### config.mk
export PLATFORM = sky130hd
export DESIGN_NAME = sss_sram
export DESIGN_NICKNAME = d
export VERILOG_FILES = /design/src/sss_pkg.sv /design/src/sss_sram.sv
export SDC_FILE = /design/constraint.sdc
export NUM_CORES = 1
export LEC_CHECK = 0
export ABC_AREA = 1
export CORE_UTILIZATION = 43
export DETAILED_ROUTE_END_ITERATION = 10
export DONT_BUFFER_PORTS = 1
export PLACE_DENSITY = 0.67
export SETUP_SLACK_MARGIN = 0.2
export SLEW_MARGIN = 15
export SYNTH_ARGS = -nofsm -noshare
export SYNTH_HDL_FRONTEND = slang
export SYNTH_SLANG_ARGS = --single-unit
### constraint.sdc
create_clock -name clk_i -period 1.9 [get_ports clk_i]
set_input_delay 0.285 -clock clk_i [delete_from_list [all_inputs] [get_ports clk_i]]
set_output_delay 0.285 -clock clk_i [all_outputs]
set_load 0.1 [all_outputs]
### src/sss_pkg.sv
// constants and types shared by the synchronous sram with sleep control
package sss_pkg;

	// array geometry
	localparam int ADDR_W  = 6;
	localparam int DATA_W  = 8;
	localparam int BURST_W = 2;

	// clock and sleep timing, times in picoseconds
	localparam int CLK_PERIOD_PS                = 4000;
	localparam int SLEEP_INPUT_IGNORE_DELAY_PS  = 2 * CLK_PERIOD_PS;
	localparam int WAKE_INPUT_SAMPLE_DELAY_PS   = 2 * CLK_PERIOD_PS;
	localparam int SLEEP_CURRENT_DELAY_PS       = 2 * CLK_PERIOD_PS;

	// longest times round down to whole cycles
	localparam int SLEEP_INPUT_IGNORE_CYC = SLEEP_INPUT_IGNORE_DELAY_PS / CLK_PERIOD_PS;
	localparam int WAKE_INPUT_SAMPLE_CYC  = WAKE_INPUT_SAMPLE_DELAY_PS / CLK_PERIOD_PS;
	localparam int SLEEP_CURRENT_CYC      = SLEEP_CURRENT_DELAY_PS / CLK_PERIOD_PS;
	localparam logic [1:0] WAKE_GUARD_CNT = 2'(WAKE_INPUT_SAMPLE_CYC);

	// register map, byte addresses
	localparam logic [7:0] REG_CTRL   = 8'h00;
	localparam logic [7:0] REG_STATUS = 8'h04;

	// control fields
	localparam int   CTRL_GUARD_BIT = 0;
	localparam logic CTRL_GUARD_RST = 1'b0;

	// status fields
	localparam int STAT_SLEEP_BIT  = 0;
	localparam int STAT_WAKE_BIT   = 1;
	localparam int STAT_BUSY_BIT   = 2;
	localparam int STAT_WRDROP_BIT = 3;
	localparam int STAT_ORDER_BIT  = 4;

	// power state, gray along run -> sleep -> wake; wake -> run flips both bits
	typedef enum logic [1:0] {
		SSS_PWR_RUN   = 2'b00,
		SSS_PWR_SLEEP = 2'b01,
		SSS_PWR_WAKE  = 2'b11
	} sss_pwr_t;

endpackage : sss_pkg

### src/sss_sram.sv
// pipelined synchronous sram core with sleep, stall, burst and wishbone status port
//
// Summary of operation
// - the sleep request pin is synchronised as an asynchronous active-high level and puts the device to sleep.
// - asleep, the device is deselected, ignores every memory pin but the sleep request and releases the data bus.
// - the device sleeps exactly while the synchronised sleep request is high and wakes when it falls.
// - synchronous inputs stop being honoured within two clock periods of the sleep request rising.
// - synchronous inputs are sampled again within two clock periods of the sleep request falling.
// - the low-power indication is reached within two clock periods of the sleep request rising.
// - burst order input low gives linear address order and high gives interleaved order.
// - bursts are optional and single-address cycles alone work correctly.
// - the device is selected only when both low-active selects are 0 and the high-active select is 1.
// - a read returns the newest written value, forwarded from the pending write register when needed.
// - an inactive clock-gate input stalls that edge and no write is performed in it.
// - a load cycle is a write when read/write is low and a read when it is high.
//
// Design decisions made here: the Wishbone register port and the placing of the registers.
`timescale 1ns/1ps

module sss_sram #(
	parameter int ADDR_W  = sss_pkg::ADDR_W,
	parameter int DATA_W  = sss_pkg::DATA_W,
	parameter int BURST_W = sss_pkg::BURST_W
) (
	input  wire logic              clk_i,
	input  wire logic              rst_i,
	input  wire logic              ce_i,
	// memory pins, synchronous to clk_i except the sleep request
	input  wire logic              sleep_request_i,
	input  wire logic              edge_enable_n_i,
	input  wire logic              chip_select_n_i,
	input  wire logic              chip_select_low_b_i,
	input  wire logic              chip_select_high_i,
	input  wire logic              advance_load_n_i,
	input  wire logic              read_write_n_i,
	input  wire logic              burst_order_i,
	input  wire logic [ADDR_W-1:0] addr_i,
	input  wire logic [DATA_W-1:0] dq_i,
	output logic      [DATA_W-1:0] dq_o,
	output logic                   dq_oe_o,
	output logic                   low_power_o,
	// wishbone classic slave
	input  wire logic              wb_cyc_i,
	input  wire logic              wb_stb_i,
	input  wire logic              wb_we_i,
	input  wire logic [7:0]        wb_adr_i,
	input  wire logic [31:0]       wb_dat_i,
	input  wire logic [3:0]        wb_sel_i,
	output logic      [31:0]       wb_dat_o,
	output logic                   wb_ack_o
);

	////////////////////////////////////////////////////////////////////////////
	// functions

	function automatic logic selected_f(input logic a_n, input logic b_n, input logic c);
		selected_f = !a_n && !b_n && c;
	endfunction : selected_f

	// low bits follow the burst counter, high bits stay at the loaded base
	function automatic logic [ADDR_W-1:0] burst_addr_f(input logic [ADDR_W-1:0] base,
			input logic [BURST_W-1:0] cnt, input logic order);
		logic [BURST_W-1:0] low;
		low = order ? (base[BURST_W-1:0] ^ cnt) : BURST_W'(base[BURST_W-1:0] + cnt);
		burst_addr_f = {base[ADDR_W-1:BURST_W], low};
	endfunction : burst_addr_f

	////////////////////////////////////////////////////////////////////////////
	// sleep request synchroniser and power state

	logic              sleep_s1_q;
	logic              sleep_s2_q;
	sss_pkg::sss_pwr_t pwr_q;
	sss_pkg::sss_pwr_t pwr_d;
	logic [1:0]        wake_cnt_q;
	logic [1:0]        wake_cnt_d;

	always_ff @(posedge clk_i) begin
		if (rst_i) begin
			sleep_s1_q <= 1'b0;
			sleep_s2_q <= 1'b0;
		end else if (ce_i) begin
			sleep_s1_q <= sleep_request_i;
			sleep_s2_q <= sleep_s1_q;
		end
	end

	wire sleeping = sleep_s2_q;

	always_comb begin
		pwr_d      = pwr_q;
		wake_cnt_d = wake_cnt_q;
		unique case (pwr_q)
			sss_pkg::SSS_PWR_RUN: begin
				if (sleeping) pwr_d = sss_pkg::SSS_PWR_SLEEP;
			end
			sss_pkg::SSS_PWR_SLEEP: begin
				if (!sleeping) begin
					pwr_d      = sss_pkg::SSS_PWR_WAKE;
					wake_cnt_d = sss_pkg::WAKE_GUARD_CNT;
				end
			end
			sss_pkg::SSS_PWR_WAKE: begin
				if (sleeping) begin
					pwr_d = sss_pkg::SSS_PWR_SLEEP;
				end else if (wake_cnt_q <= 2'h1) begin
					pwr_d      = sss_pkg::SSS_PWR_RUN;
					wake_cnt_d = 2'h0;
				end else begin
					wake_cnt_d = wake_cnt_q - 2'h1;
				end
			end
			default: pwr_d = sss_pkg::SSS_PWR_SLEEP;
		endcase
	end

	always_ff @(posedge clk_i) begin
		if (rst_i) begin
			pwr_q      <= sss_pkg::SSS_PWR_RUN;
			wake_cnt_q <= 2'h0;
		end else if (ce_i) begin
			pwr_q      <= pwr_d;
			wake_cnt_q <= wake_cnt_d;
		end
	end

	////////////////////////////////////////////////////////////////////////////
	// command decode

	logic              guard_en_q;
	logic              act_q;
	logic              act_wr_q;
	logic              order_q;
	logic [ADDR_W-1:0] base_q;
	logic [BURST_W-1:0] cnt_q;
	logic              s1_v_q;
	logic              s1_wr_q;
	logic [ADDR_W-1:0] s1_addr_q;
	logic              s2_v_q;
	logic              s2_wr_q;
	logic [ADDR_W-1:0] s2_addr_q;

	// inputs count only on an enabled edge outside sleep
	wire take       = ce_i && !edge_enable_n_i && !sleeping;
	wire load       = !advance_load_n_i;
	wire sel        = selected_f(chip_select_n_i, chip_select_low_b_i, chip_select_high_i);
	wire new_cmd    = load && sel;
	wire is_write   = !read_write_n_i;
	// writes inside the wake window are refused only when the guard is armed
	wire guard_drop = guard_en_q && (pwr_q == sss_pkg::SSS_PWR_WAKE);
	wire cmd_v      = new_cmd ? !(is_write && guard_drop) : (!load && act_q);
	wire [BURST_W-1:0] next_cnt = BURST_W'(cnt_q + 1'b1);
	wire [ADDR_W-1:0]  burst_a  = burst_addr_f(base_q, next_cnt, order_q);
	wire               wr_drop  = take && new_cmd && is_write && guard_drop;

	always_ff @(posedge clk_i) begin
		if (rst_i || (ce_i && sleeping)) begin
			act_q  <= 1'b0;
			s1_v_q <= 1'b0;
		end else if (take) begin
			if (load) begin
				act_q    <= new_cmd && cmd_v;
				act_wr_q <= is_write;
				base_q   <= addr_i;
				order_q  <= burst_order_i;
				cnt_q    <= '0;
			end else if (act_q) begin
				cnt_q    <= next_cnt;
			end
			s1_v_q    <= cmd_v;
			s1_wr_q   <= load ? is_write : act_wr_q;
			s1_addr_q <= load ? addr_i : burst_a;
		end
	end

	////////////////////////////////////////////////////////////////////////////
	// data pipeline, array and pending write register

	logic [DATA_W-1:0] mem_q [2**ADDR_W];
	logic              pend_v_q;
	logic [ADDR_W-1:0] pend_a_q;
	logic [DATA_W-1:0] pend_d_q;
	logic [DATA_W-1:0] dout_q;
	logic              oe_q;

	wire hit       = pend_v_q && (pend_a_q == s2_addr_q);
	wire capture   = take && s2_v_q && s2_wr_q;
	wire rd_issue  = take && s2_v_q && !s2_wr_q;
	// a stalled edge commits nothing; during sleep the pending word still lands
	wire commit    = ce_i && pend_v_q && (sleeping || !edge_enable_n_i);

	always_ff @(posedge clk_i) begin
		if (rst_i || (ce_i && sleeping)) begin
			s2_v_q <= 1'b0;
			oe_q   <= 1'b0;
		end else if (take) begin
			s2_v_q    <= s1_v_q;
			s2_wr_q   <= s1_wr_q;
			s2_addr_q <= s1_addr_q;
			oe_q      <= rd_issue;
		end
	end

	always_ff @(posedge clk_i) begin
		if (rd_issue) begin
			dout_q <= hit ? pend_d_q : mem_q[s2_addr_q];
		end
	end

	always_ff @(posedge clk_i) begin
		if (commit) begin
			mem_q[pend_a_q] <= pend_d_q;
		end
	end

	always_ff @(posedge clk_i) begin
		if (rst_i) begin
			pend_v_q <= 1'b0;
		end else if (capture) begin
			pend_v_q <= 1'b1;
			pend_a_q <= s2_addr_q;
			pend_d_q <= dq_i;
		end else if (commit) begin
			pend_v_q <= 1'b0;
		end
	end

	assign dq_o        = dout_q;
	assign dq_oe_o     = oe_q && !sleeping;
	assign low_power_o = sleeping;

	////////////////////////////////////////////////////////////////////////////
	// wishbone registers

	logic ack_q;
	logic wrdrop_q;
	logic [31:0] rdat_q;

	wire wb_req   = wb_cyc_i && wb_stb_i && !ack_q;
	wire wb_wr    = wb_cyc_i && wb_stb_i && ack_q && wb_we_i && wb_sel_i[0];
	wire hit_ctrl = wb_adr_i == sss_pkg::REG_CTRL;
	wire hit_stat = wb_adr_i == sss_pkg::REG_STATUS;
	wire busy     = s1_v_q || s2_v_q || pend_v_q;
	wire clr_drop = wb_wr && hit_stat && wb_dat_i[sss_pkg::STAT_WRDROP_BIT];

	wire [31:0] stat_word = {27'h00_0000, order_q, wrdrop_q, busy,
		pwr_q == sss_pkg::SSS_PWR_WAKE, sleeping};
	wire [31:0] ctrl_word = {31'h000_0000, guard_en_q};
	wire [31:0] rd_mux    = hit_ctrl ? ctrl_word : (hit_stat ? stat_word : 32'h0000_0000);

	always_ff @(posedge clk_i) begin
		if (rst_i) begin
			ack_q      <= 1'b0;
			guard_en_q <= sss_pkg::CTRL_GUARD_RST;
			wrdrop_q   <= 1'b0;
			rdat_q     <= 32'h0000_0000;
		end else if (ce_i) begin
			ack_q  <= wb_req;
			rdat_q <= wb_req ? rd_mux : rdat_q;
			if (wb_wr && hit_ctrl) begin
				guard_en_q <= wb_dat_i[sss_pkg::CTRL_GUARD_BIT];
			end
			// a refused write in the clearing cycle keeps the flag set
			wrdrop_q <= wr_drop || (wrdrop_q && !clr_drop);
		end
	end

	assign wb_ack_o = ack_q;
	assign wb_dat_o = rdat_q;
endmodule : sss_sram

==> results by group, run 1 <==
Floorplan
  • Die W: 237 um
  • Core Region: 54,100 um2
  • Ports: 115
  • Area of the die: 56,100 um2
  • Starting Density: 43.8%
  • Row count: 85
  • Die Y: 237 um

Placed design
  • Port buffer count: 0
  • Hpwl dp: 34.4 mm
  • Setup WS pre-CTS: -0.273 ns
  • Placed instance area: 25,500 um2
  • GPL Wtd Cong: 0.859

Setup path
  • CP Class: register to register
  • CP endpoint kind: register
  • RR Startpoint: s2_addr_q[0]
  • CP startpoint: s2_addr_q[0]
  • Worst reg-to-reg path cell count: 8
  • Reg2Reg Setup Slack: -0.12 ns
  • Slowest stage delay, CP: 0.41 ns
  • Worst EP required: 2.39 ns
  • FF-to-FF End: dq_o[5]
  • Slowest stage cell on the critical path: edfxtp_1
  • Most frequent CP cell: nand2_1
  • Crit path max fanout: 15
  • Worst path cell trace: buf_12, bufbuf_16, xor2_1, nor3_2, nand2_2, inv_2, nand2_1, nand2_1
  • Startpoint Class: register
  • Crit path capture: dq_o[5]
  • Worst EP arrival: 2.51 ns

Cells and area
  • Fin nets: 2,278
  • Diodes inserted: 0
  • Area grow syn2layout: 23.3%
  • Fraction of layout cells with a size suffix above 1: 19.0%
  • Final Cell Area: 29,200 um2

Clock network
  • Worst skew pair latency: 0.62 ns
  • Clock slew at reported path FFs: 0.06 ns
  • CTS tree: done
  • Root Driver: clkbuf_16
  • CTS sink count: 576
  • H-tree levels: 2
  • CTS buffer count: 57
  • Max Root-Sink Buffers: 3

Yosys
  • Cell Area, Synth: 23,700 um2
  • Synth top area cells: edfxtp_1, nand2_1, nand3_1, buf_4, dfxtp_1
  • Xor and xnor area share after synthesis: 0.185%
  • Share of the synthesized area in the top cell type: 70.5%
  • EDFF count, synth: 557
  • Compound-Gate Fraction of Synth Area: 0.786%
  • Count leader, synth: nand2_1
  • Cell count after synthesis: 2,034
  • Portion of netlist area occupied by mux cells: 0%
  • Distinct cell type count after synthesis: 35
  • Avg Cell Area, Syn: 11.7 um2
  • Post-Synth Simple-Gate Area: 22.4%
  • Yosys top cell by area: edfxtp_1
  • Post-synthesis adder-cell area fraction: 0.0528%
  • #FFs+latches synth: 576
  • Synth Warn #: 0
  • Main combinational cell family by area after synthesis: simple AND/OR/NAND/NOR gates
  • Commonest cells in the netlist: nand2_1, edfxtp_1, nand3_1
  • Sequential area share after synthesis: 72.1%
  • Predominant post-synthesis flop cell: edfxtp_1
  • Ys async rst share: 0%

Status
  • Status: finished, violations left
  • Failing checks: negative setup slack

STA
  • Achievable Freq: 0.495 GHz
  • Setup violators final: 8
  • Final Hold Viols: 0
  • RSZ-0062 raised after global routing: true
  • Hold slack: 0.0244 ns
  • Slew HR: 44.6%
  • Fin. max-slew vios: 0
  • Smallest setup slack after layout: -0.121 ns
  • Worst Tran Pin Value: 0.831 ns
  • Total negative slack: -0.859 ns
  • Clock skew: 0.0312 ns
  • Final min period: 2.02 ns
  • Crit share post-route: 106%

Pwr
  • Leak: 0.0106 uW
  • Sw power: 5330 uW
  • Combinational power share: 4.3%
  • Switching share of power: 20.8%
  • Total power: 25,700 uW
  • Internal Power: 20,400 uW
  • Sequential Power Share: 53.7%
  • Maximum vdd drop: 0.923 mV
  • Clk pwr share: 42.1%
  • Power Density: 879 nW/um2

Global route
  • First-pass GRT wire length: 93.1 mm
  • Met2 GRT Util: 36.9%
  • Tot GR Track Use: 21.9%
  • GRT overflow: 0
  • Met1 Use GR: 29.2%
  • Most Crowded Layer GR: met2
  • Largest net degree at the start of global routing: 66
  • Initial antenna violation count: 1
  • Vias in the first global route: 16,050
  • Met3 usage: 3.50%

Routing
  • Detailed Route Iter0 Violations: 1,955
  • Wire length per cell: 21.2 um
  • Wirelength, routed: 62.4 mm
  • DRC Markers: 0
  • Detailed-router iteration count before antenna repair: 6
  • DR vias/cell: 5.58
  • Detail Route Antenna Nets: 0
  • DR vias: 16,412

Min path
  • HP Class: primary input to register

Job
  • Total of max-cap violations: 0
-- kinds of logic after synthesis --
logic type	Yosys count
other	1
buffers and inverters	175
AND/OR/NAND/NOR	1242
flip-flops	576
XOR/XNOR	5
adder cells (fa/ha/maj)	1
AO/OA/AOI/OAI	34
-- flip-flops by register name (all words and copies together) (netlist names), 2 cells and up --
signal / flops
pend_a_q: 6
wb_dat_o: 5
pend_d_q: 8
dq_o: 8
mem_q: 512
base_q: 6
cnt_q: 2
s2_addr_q: 6
wake_cnt_q: 2
pwr_q: 2
s1_addr_q: 6
-- area by class of cell --
type,count,area (um2)
Sequential cell,576,17100
Clock buffer,75,1570
Inverter,35,179
Timing Repair inverter,1,8.76
Tap cell,696,871
Multi-Input combinational cell,1311,6480
Clock inverter,22,199
Fill cell,4273,24900
Timing Repair Buffer,223,2820
-- per-stage QoR --
step                utilization, %  std cells
floorplan                        -       2060
global placement              47.1       2784
detailed placement            47.1       2784
global route                  54.0       2939
finish                        54.0       2939
CTS                           52.8       2930
-- placed cells by master, fill, tap and decap left out, drive strengths merged, types with 2 or more instances in the layout --
cell,netlist,routed
dlygate4sd3,0,29
inv,34,35
bufbuf,0,5
o21ai,11,11
and3,1,2
clkinv,1,19
nand2,659,660
a21oi,17,17
dfxtp,19,19
buf,131,185
edfxtp,557,557
nand4,9,9
xor2,4,4
nand3,480,480
nor3,8,8
nor2,83,83
clkbuf,9,78
bufinv,0,4
conb,1,27
-- worst min path at each step --
stage	startpoint	endpoint	slack [ns]	depth (start not counted)
final	ce_i	pend_v_q	0.02	4
after global routing	advance_load_n_i	base_q[1]	0.03	2
after CTS	ce_i	pend_v_q	0.02	4
after detailed placement	rst_i	wb_dat_o[1]	0.36	1
after global placement	rst_i	wb_dat_o[2]	0.36	1
after floorplan	addr_i[0]	base_q[0]	0.38	0
-- routing by layer --
| metal | up-vias | wire, um | part of all wire [%] |
|---|---|---|---|
| li1 | 7468 | - | - |
| met1 | 7969 | 24400 | 39 |
| met2 | 841 | 31000 | 50 |
| met3 | 132 | 5290 | 8.5 |
| met4 | 2 | 1720 | 2.8 |
| met5 | - | 10 | 0.016 |
-- power by group through the flow --
stage | logic (uW) | registers, uW | clock network (uW)
6_report | 1100 | 13800 | 10800
4_1_cts | 1050 | 13800 | 10900
3_5_place_dp | 888 | 14000 | 0
2_1_floorplan | 693 | 14100 | 0
5_1_grt | 1160 | 13800 | 11400
3_3_place_gp | 875 | 14000 | 0
-- what timing repair did --
item | CTS | global route
pin swaps | 19 | 7
cloned | 13 | 3
gates resized for setup | 152 | 130
setup buffers | 6 | 6
hold buffers | 30 | 0
endpoints found under the hold margin | 42 | 0
endpoints found under the setup margin | 521 | 511
-- worst max-delay path, delay by kind of cell (launching register included) --
kind	cells	cell delay, ns
DFF	1	0.41
buffers and inverters	3	0.65
and+or+nand+nor	4	0.64
xor gates and xnor gates	1	0.18
No activity file was read; power rests on OpenSTA's default activity.
==> run 2: changes to the inputs <==
Settings changed: SETUP_SLACK_MARGIN 0.2 to unset, SLEW_MARGIN 15 to unset.
==> results by group, run 2 (synthesized netlist as in run 1, its figures left out) <==
Setup path
  • Startpoint Class: register
  • Most frequent CP cell: nand2_1
  • CP Class: register to register
  • Worst EP required: 2.27 ns (-0.12 ns)
  • Worst path cell trace: buf_12, buf_4, clkbuf_16, nand2_1, nand3_1, nand3_1, nand3_1, nand2_1, nand2_1, nand3_1, nand2_1, nand2_1, nand2_1
  • Crit path max fanout: 25 (+10)
  • Worst EP arrival: 2.43 ns (-0.08 ns)
  • Reg2Reg Setup Slack: -0.16 ns (-0.03 ns)
  • Slowest stage cell on the critical path: edfxtp_1
  • Slowest stage delay, CP: 0.44 ns (+0.03 ns)
  • Worst reg-to-reg path cell count: 13 (+5)
  • CP endpoint kind: register
  • FF-to-FF End: dq_o[7]
  • RR Startpoint: s2_addr_q[0]
  • CP delay by family, top: simple AND/OR/NAND/NOR gates
  • Worst path bufs/invs: 3 (unchanged)

STA
  • RSZ-0062 raised after global routing: true
  • Total negative slack: -1.03 ns (-0.172 ns)
  • Crit share post-route: 108% (+1.8 points)
  • Worst Tran Pin Value: 0.927 ns (+0.0958 ns)
  • Final Hold Viols: 0 (unchanged)
  • Fin. max-slew vios: 0 (unchanged)
  • Final min period: 2.06 ns (+0.0345 ns)
  • Achievable Freq: 0.486 GHz (-1.7%)
  • Slew HR: 38.2% (-6.4 points)
  • Setup violators final: 8 (unchanged)
  • Clock skew: 0.0188 ns (-0.0124 ns)
  • Smallest setup slack after layout: -0.156 ns (-0.0345 ns)

Routing
  • DRC Markers: 0 (unchanged)
  • DR vias/cell: 5.44 (-2.5%)
  • Wirelength, routed: 58.1 mm (-6.9%)
  • Wire length per cell: 19.7 um (-7.0%)
  • Detailed-router iteration count before antenna repair: 6 (unchanged)
  • Detailed Route Iter0 Violations: 1,638 (-16%)
  • Detail Route Antenna Nets: 0 (unchanged)
  • DR vias: 16,024 (-2.4%)

Clock network
  • CTS sink count: 576 (unchanged)
  • CTS buffer count: 58 (+1.8%)
  • CTS tree: done
  • Clock slew at reported path FFs: 0.06 ns (about the same)
  • Root Driver: clkbuf_16
  • H-tree levels: 2 (unchanged)
  • Worst skew pair latency: 0.62 ns (about the same)
  • Max Root-Sink Buffers: 3 (unchanged)

Floorplan
  • Die Y: 237 um (unchanged)
  • Die W: 237 um (unchanged)
  • Ports: 115 (unchanged)
  • Row count: 85 (unchanged)
  • Starting Density: 43.8% (unchanged)
  • Core Region: 54,100 um2 (unchanged)
  • Area of the die: 56,100 um2 (unchanged)

Min path
  • Hold path start: advance_load_n_i
  • Hold endpoint: s1_wr_q
  • HP Class: primary input to register
  • Cell count of the worst hold path: 2 (-2)

Placed design
  • Placed cell count: 2,800 (+0.57%)
  • Port buffer count: 0 (unchanged)
  • GPL Wtd Cong: 0.894 (+4.1%)
  • Hpwl dp: 34.6 mm (+0.79%)

Pwr
  • Maximum vdd drop: 0.914 mV (-0.96%)
  • Power Density: 946 nW/um2 (+7.7%)
  • Leak: 0.0105 uW (-1.6%)

Status
  • Failing checks: negative setup slack
  • Status: finished, violations left

Cells and area
  • Commonest non-fill, non-tap cells in the layout: nand2_1, edfxtp_1, nand3_1
  • Fin cells: 2,944 (+0.17%)
  • Fin nets: 2,274 (-0.18%)
  • Fraction of layout cells with a size suffix above 1: 15.2% (-3.8 points)
  • Commonest non-fill, non-tap cell in the layout: nand2_1
  • Max FFs per register: 512 (unchanged)
  • Largest Register: mem_q
  • Area grow syn2layout: 19.6%
  • Diodes inserted: 0 (unchanged)

Global route
  • First-pass GRT wire length: 89.1 mm (-4.2%)
  • Largest net degree at the start of global routing: 66 (unchanged)
  • Initial antenna violation count: 0 (-1)
  • Vias in the first global route: 15,552 (-3.1%)
  • GRT overflow: 0 (unchanged)
  • Tot GR Track Use: 20.6% (-1.3 points)

Job
  • Total of max-cap violations: 0 (unchanged)
==> run 2: cell count changes in the layout (fill, tap and decap cells not counted), sizes merged, moves of 2 or more <==
cell	delta
buf	+3
bufbuf	-3
bufinv	+8
clkbuf	-12
clkinv	+8
clkinvlp	+2
==> run 2: where the power goes <==
group | internal [uW] | switching [uW] | leakage (uW) | total [uW]
Clock | 7280 | 4780 | 0.000984 | 12100
Sequential | 13800 | 18.9 | 0.00516 | 13800
Combinational | 280 | 723 | 0.00431 | 1000
==> run 2: worst register-to-register path, delay by kind of cell (launching register included) <==
kind	cells	cell delay, ns
flip-flops	1	0.44
buffers and inverters	3	0.57
AND/OR/NAND/NOR	10	0.81
==> run 2: stage by stage <==
stage	area (um2)	power (uW)	setup slack (ns)	utilization (%)	hold slack, ns
4_1_cts	28300	26900	-0.110	52.2	0.00800
5_1_grt	28400	27500	-0.288	52.4	0.0227
3_3_place_gp	25700	14900	-0.250	47.5	0.357
3_5_place_dp	25700	14900	-0.253	47.5	0.359
6_report	28400	26800	-0.156	52.4	0.0258
2_1_floorplan	23900	14800	-0.115	-	0.384
==> run 2: how the worst max path moves through the flow <==
stage	end	depth (start not counted)	slack, ns	startpoint
floorplan	mem_q[11][0]	6	-0.12	low_power_o
global placement	dq_o[1]	11	-0.25	s2_addr_q[1]
detailed placement	dq_o[0]	11	-0.25	s2_addr_q[1]
CTS	dq_o[1]	13	-0.11	s2_addr_q[0]
global route	dq_o[3]	13	-0.29	s2_addr_q[0]
finish	dq_o[7]	13	-0.16	s2_addr_q[0]
==> run 2: timing repair <==
item	4_1_cts	5_1_grt
cloned	3	1
hold buffers	30	0
endpoints found under the hold margin	44	0
buffers inserted	3	0
endpoints found under the setup margin	25	166
resized for setup	36	20
==> run 2: metal layers <==
metal	track usage (%)	part of all wire [%]
met2	35.4	49
met5	0	0
met1	26.8	40
met3	2.86	7.2
met4	7.40	3.2
==> run 2: layout make-up <==
class	instances	area (um2)
Inverter	35	151
Sequential cell	576	17100
Multi-Input combinational cell	1309	5870
Tap cell	696	871
Fill cell	4385	25800
Timing Repair Buffer	221	2350
Clock inverter	42	512
Clock buffer	65	1500
==> run 3: changes to the inputs <==
==> constraint.sdc (replaced) <==
create_clock -name clk_i -period 1.9 [get_ports clk_i]
set_input_delay 0.285 -clock clk_i [delete_from_list [all_inputs] [get_ports clk_i]]
set_output_delay 0.285 -clock clk_i [all_outputs]
set_load 0.01 [all_outputs]
==> results by group, run 3 (synthesized netlist as in run 1, its figures left out) <==
Setup path
  • Startpoint Class: register
  • CP Class: register to register
  • Crit path max fanout: 36 (+44%)
  • Worst path cell trace: buf_6, buf_12, buf_12, nand2_1, nand3_1, nand3_1, nand3_1, nand2_2, nand2_1, nand3_1, nand2_1, nand2_1, nand2_1
  • CP endpoint kind: register
  • Worst EP arrival: 2.41 ns (-0.02 ns)
  • Slowest stage delay, CP: 0.45 ns (about the same)
  • Worst EP required: 2.27 ns (about the same)
  • Slowest stage cell on the critical path: edfxtp_1
  • Most frequent CP cell: nand2_1

STA
  • Final Hold Viols: 0 (unchanged)
  • Fin. max-slew vios: 0 (unchanged)
  • RSZ-0062 raised after global routing: true
  • Setup violators final: 8 (unchanged)
  • Final min period: 2.04 ns (-0.0209 ns)
  • Achievable Freq: 0.491 GHz (+1.0%)
  • Total negative slack: -0.872 ns (+0.159 ns)
  • Worst Tran Pin Value: 0.820 ns (-0.106 ns)
  • Clock skew: 0.0204 ns (+0.00154 ns)
  • Hold slack: 0.0316 ns (+0.00587 ns)
  • Smallest setup slack after layout: -0.135 ns (+0.0209 ns)
  • Crit share post-route: 107% (-1.1 points)
  • Slew HR: 45.3% (+7.1 points)

Clock network
  • H-tree levels: 2 (unchanged)
  • CTS buffer count: 57 (-1.7%)
  • CTS sink count: 576 (unchanged)
  • Worst skew pair latency: 0.62 ns (about the same)
  • Clock slew at reported path FFs: 0.06 ns (about the same)
  • Root Driver: clkbuf_16
  • Max Root-Sink Buffers: 3 (unchanged)
  • CTS tree: done

Floorplan
  • Die Y: 237 um (unchanged)
  • Area of the die: 56,100 um2 (unchanged)
  • Row count: 85 (unchanged)
  • Ports: 115 (unchanged)
  • Die W: 237 um (unchanged)
  • Core Region: 54,100 um2 (unchanged)
  • Starting Density: 43.8% (unchanged)

Global route
  • Tot GR Track Use: 20.8% (+0.13 points)
  • Vias in the first global route: 15,931 (+2.4%)
  • Initial antenna violation count: 0 (unchanged)
  • Largest net degree at the start of global routing: 66 (unchanged)
  • GRT overflow: 0 (unchanged)
  • First-pass GRT wire length: 88.9 mm (-0.24%)

Pwr
  • Leak: 0.0104 uW (-0.27%)
  • Sequential Power Share: 53.8% (+2.5 points)
  • Maximum vdd drop: 0.863 mV (-5.5%)
  • Switching share of power: 20.0% (-0.59 points)
  • Combinational power share: 3.1% (-0.6 points)
  • Power Density: 903 nW/um2 (-4.6%)
  • Sw power: 5120 uW (-7.3%)
  • Total power: 25,600 uW (-4.6%)
  • Clk pwr share: 43.1% (-1.8 points)
  • Internal Power: 20,500 uW (-3.9%)

Placed design
  • Port buffer count: 0 (unchanged)
  • Placed cell count: 2,796 (-0.14%)
  • Placed instance area: 25,700 um2 (-0.13%)
  • GPL Wtd Cong: 0.860 (-3.8%)
  • Hpwl dp: 34.5 mm (-0.34%)

Cells and area
  • Fin cells: 2,935 (-0.31%)
  • Fin nets: 2,269 (-0.22%)
  • Commonest non-fill, non-tap cell in the layout: nand2_1
  • Diodes inserted: 0 (unchanged)
  • Final Cell Area: 28,400 um2 (unchanged)
  • Filler cells: 4,424 (+0.89%)
  • Area grow syn2layout: 19.6% (unchanged)
  • Largest Register: mem_q
  • Fraction of layout cells with a size suffix above 1: 16.3% (+1.1 points)
  • Max FFs per register: 512 (unchanged)
  • Commonest non-fill, non-tap cells in the layout: nand2_1, edfxtp_1, nand3_1

Routing
  • Detailed-router iteration count before antenna repair: 5 (-1)
  • DR vias: 15,894 (-0.81%)
  • DRC Markers: 0 (unchanged)
  • Detail Route Antenna Nets: 0 (unchanged)
  • DR vias/cell: 5.42 (-0.51%)
  • Wirelength, routed: 57.9 mm (-0.38%)
  • Wire length per cell: 19.7 um (about the same)
  • Detailed Route Iter0 Violations: 1,633 (-0.31%)

Min path
  • HP Class: primary input to register

Job
  • Total of max-cap violations: 0 (unchanged)

Status
  • Status: finished, violations left
  • Failing checks: negative setup slack
## run 3: cell count changes in the layout (fill, tap and decap cells not counted), moves of 4 or more
| cell | before | now |
|---|---|---|
| nand3_2 | 25 | 69 |
| nand2_1 | 649 | 637 |
| nand3_1 | 455 | 411 |
| buf_6 | 4 | 8 |
| clkbuf_1 | 6 | 10 |
| nor2_2 | 15 | 1 |
| bufinv_16 | 12 | 6 |
| clkinv_2 | 11 | 7 |
| nand2_2 | 10 | 22 |
| buf_4 | 142 | 133 |
| nor2_1 | 66 | 82 |
## run 3: through the flow
step / utilization [%] / worst slack [ns]
2_1_floorplan: - / 0.0708
6_report: 52.4 / -0.135
3_3_place_gp: 47.4 / -0.214
5_1_grt: 52.4 / -0.239
4_1_cts: 52.2 / -0.0955
3_5_place_dp: 47.4 / -0.249
## run 3: layer usage
layer / vias to the layer above / wire length (um) / global-route usage, % / part of all wire (%)
met4: 0 / 2020 / 7.71 / 3.5
li1: 7418 / - / - / -
met3: 134 / 4240 / 3.77 / 7.3
met5: - / 0 / 0 / 0
met2: 626 / 28300 / 35.3 / 49
met1: 7716 / 23300 / 26.5 / 40
## run 3: final timing paths
kind                            slack (ns)  cells past startpoint         start      endpoint
worst max-delay path                 -0.14                     13  s2_addr_q[0]       dq_o[0]
worst min-delay path                  0.03                      4      wb_stb_i   wb_dat_o[1]
worst max register to register       -0.14                     13  s2_addr_q[0]       dq_o[0]
worst min register to register        0.42                      0  s1_addr_q[1]  s2_addr_q[1]
## run 3: timing repair
item,4_1_cts,5_1_grt
endpoints found under the setup margin,43,8
buffers inserted,5,0
hold buffers,28,0
resized for setup,80,32
pin swaps,25,12
hold endpoints to repair,42,0
gates cloned,4,0
## run 3: final cells by class
class                   count  area, um2  share of cell area [%]
clock buffers              69       1510                    5.34
well taps                 696        871                    3.07
multi-input cells        1309       6060                    21.4
repair buffers            217       2360                    8.34
clock inverters            33        303                    1.07
flip-flops and latches    576      17100                    60.3
inverters                  35        149                   0.525
## run 3: power by group through the flow
| stage | sequential (uW) | combinational (uW) | clock (uW) |
|---|---|---|---|
| floorplan | 14000 | 482 | 0 |
| global placement | 14000 | 663 | 0 |
| detailed placement | 14000 | 676 | 0 |
| CTS | 13800 | 785 | 11100 |
| global route | 13800 | 874 | 11600 |
| finish | 13800 | 804 | 11000 |
## run 3: worst max-delay path, delay by kind of cell, from the launching register on
kind / cells / cell delay, ns
AND/OR/NAND/NOR: 10 / 0.83
buffers and inverters: 3 / 0.49
flip-flops: 1 / 0.45
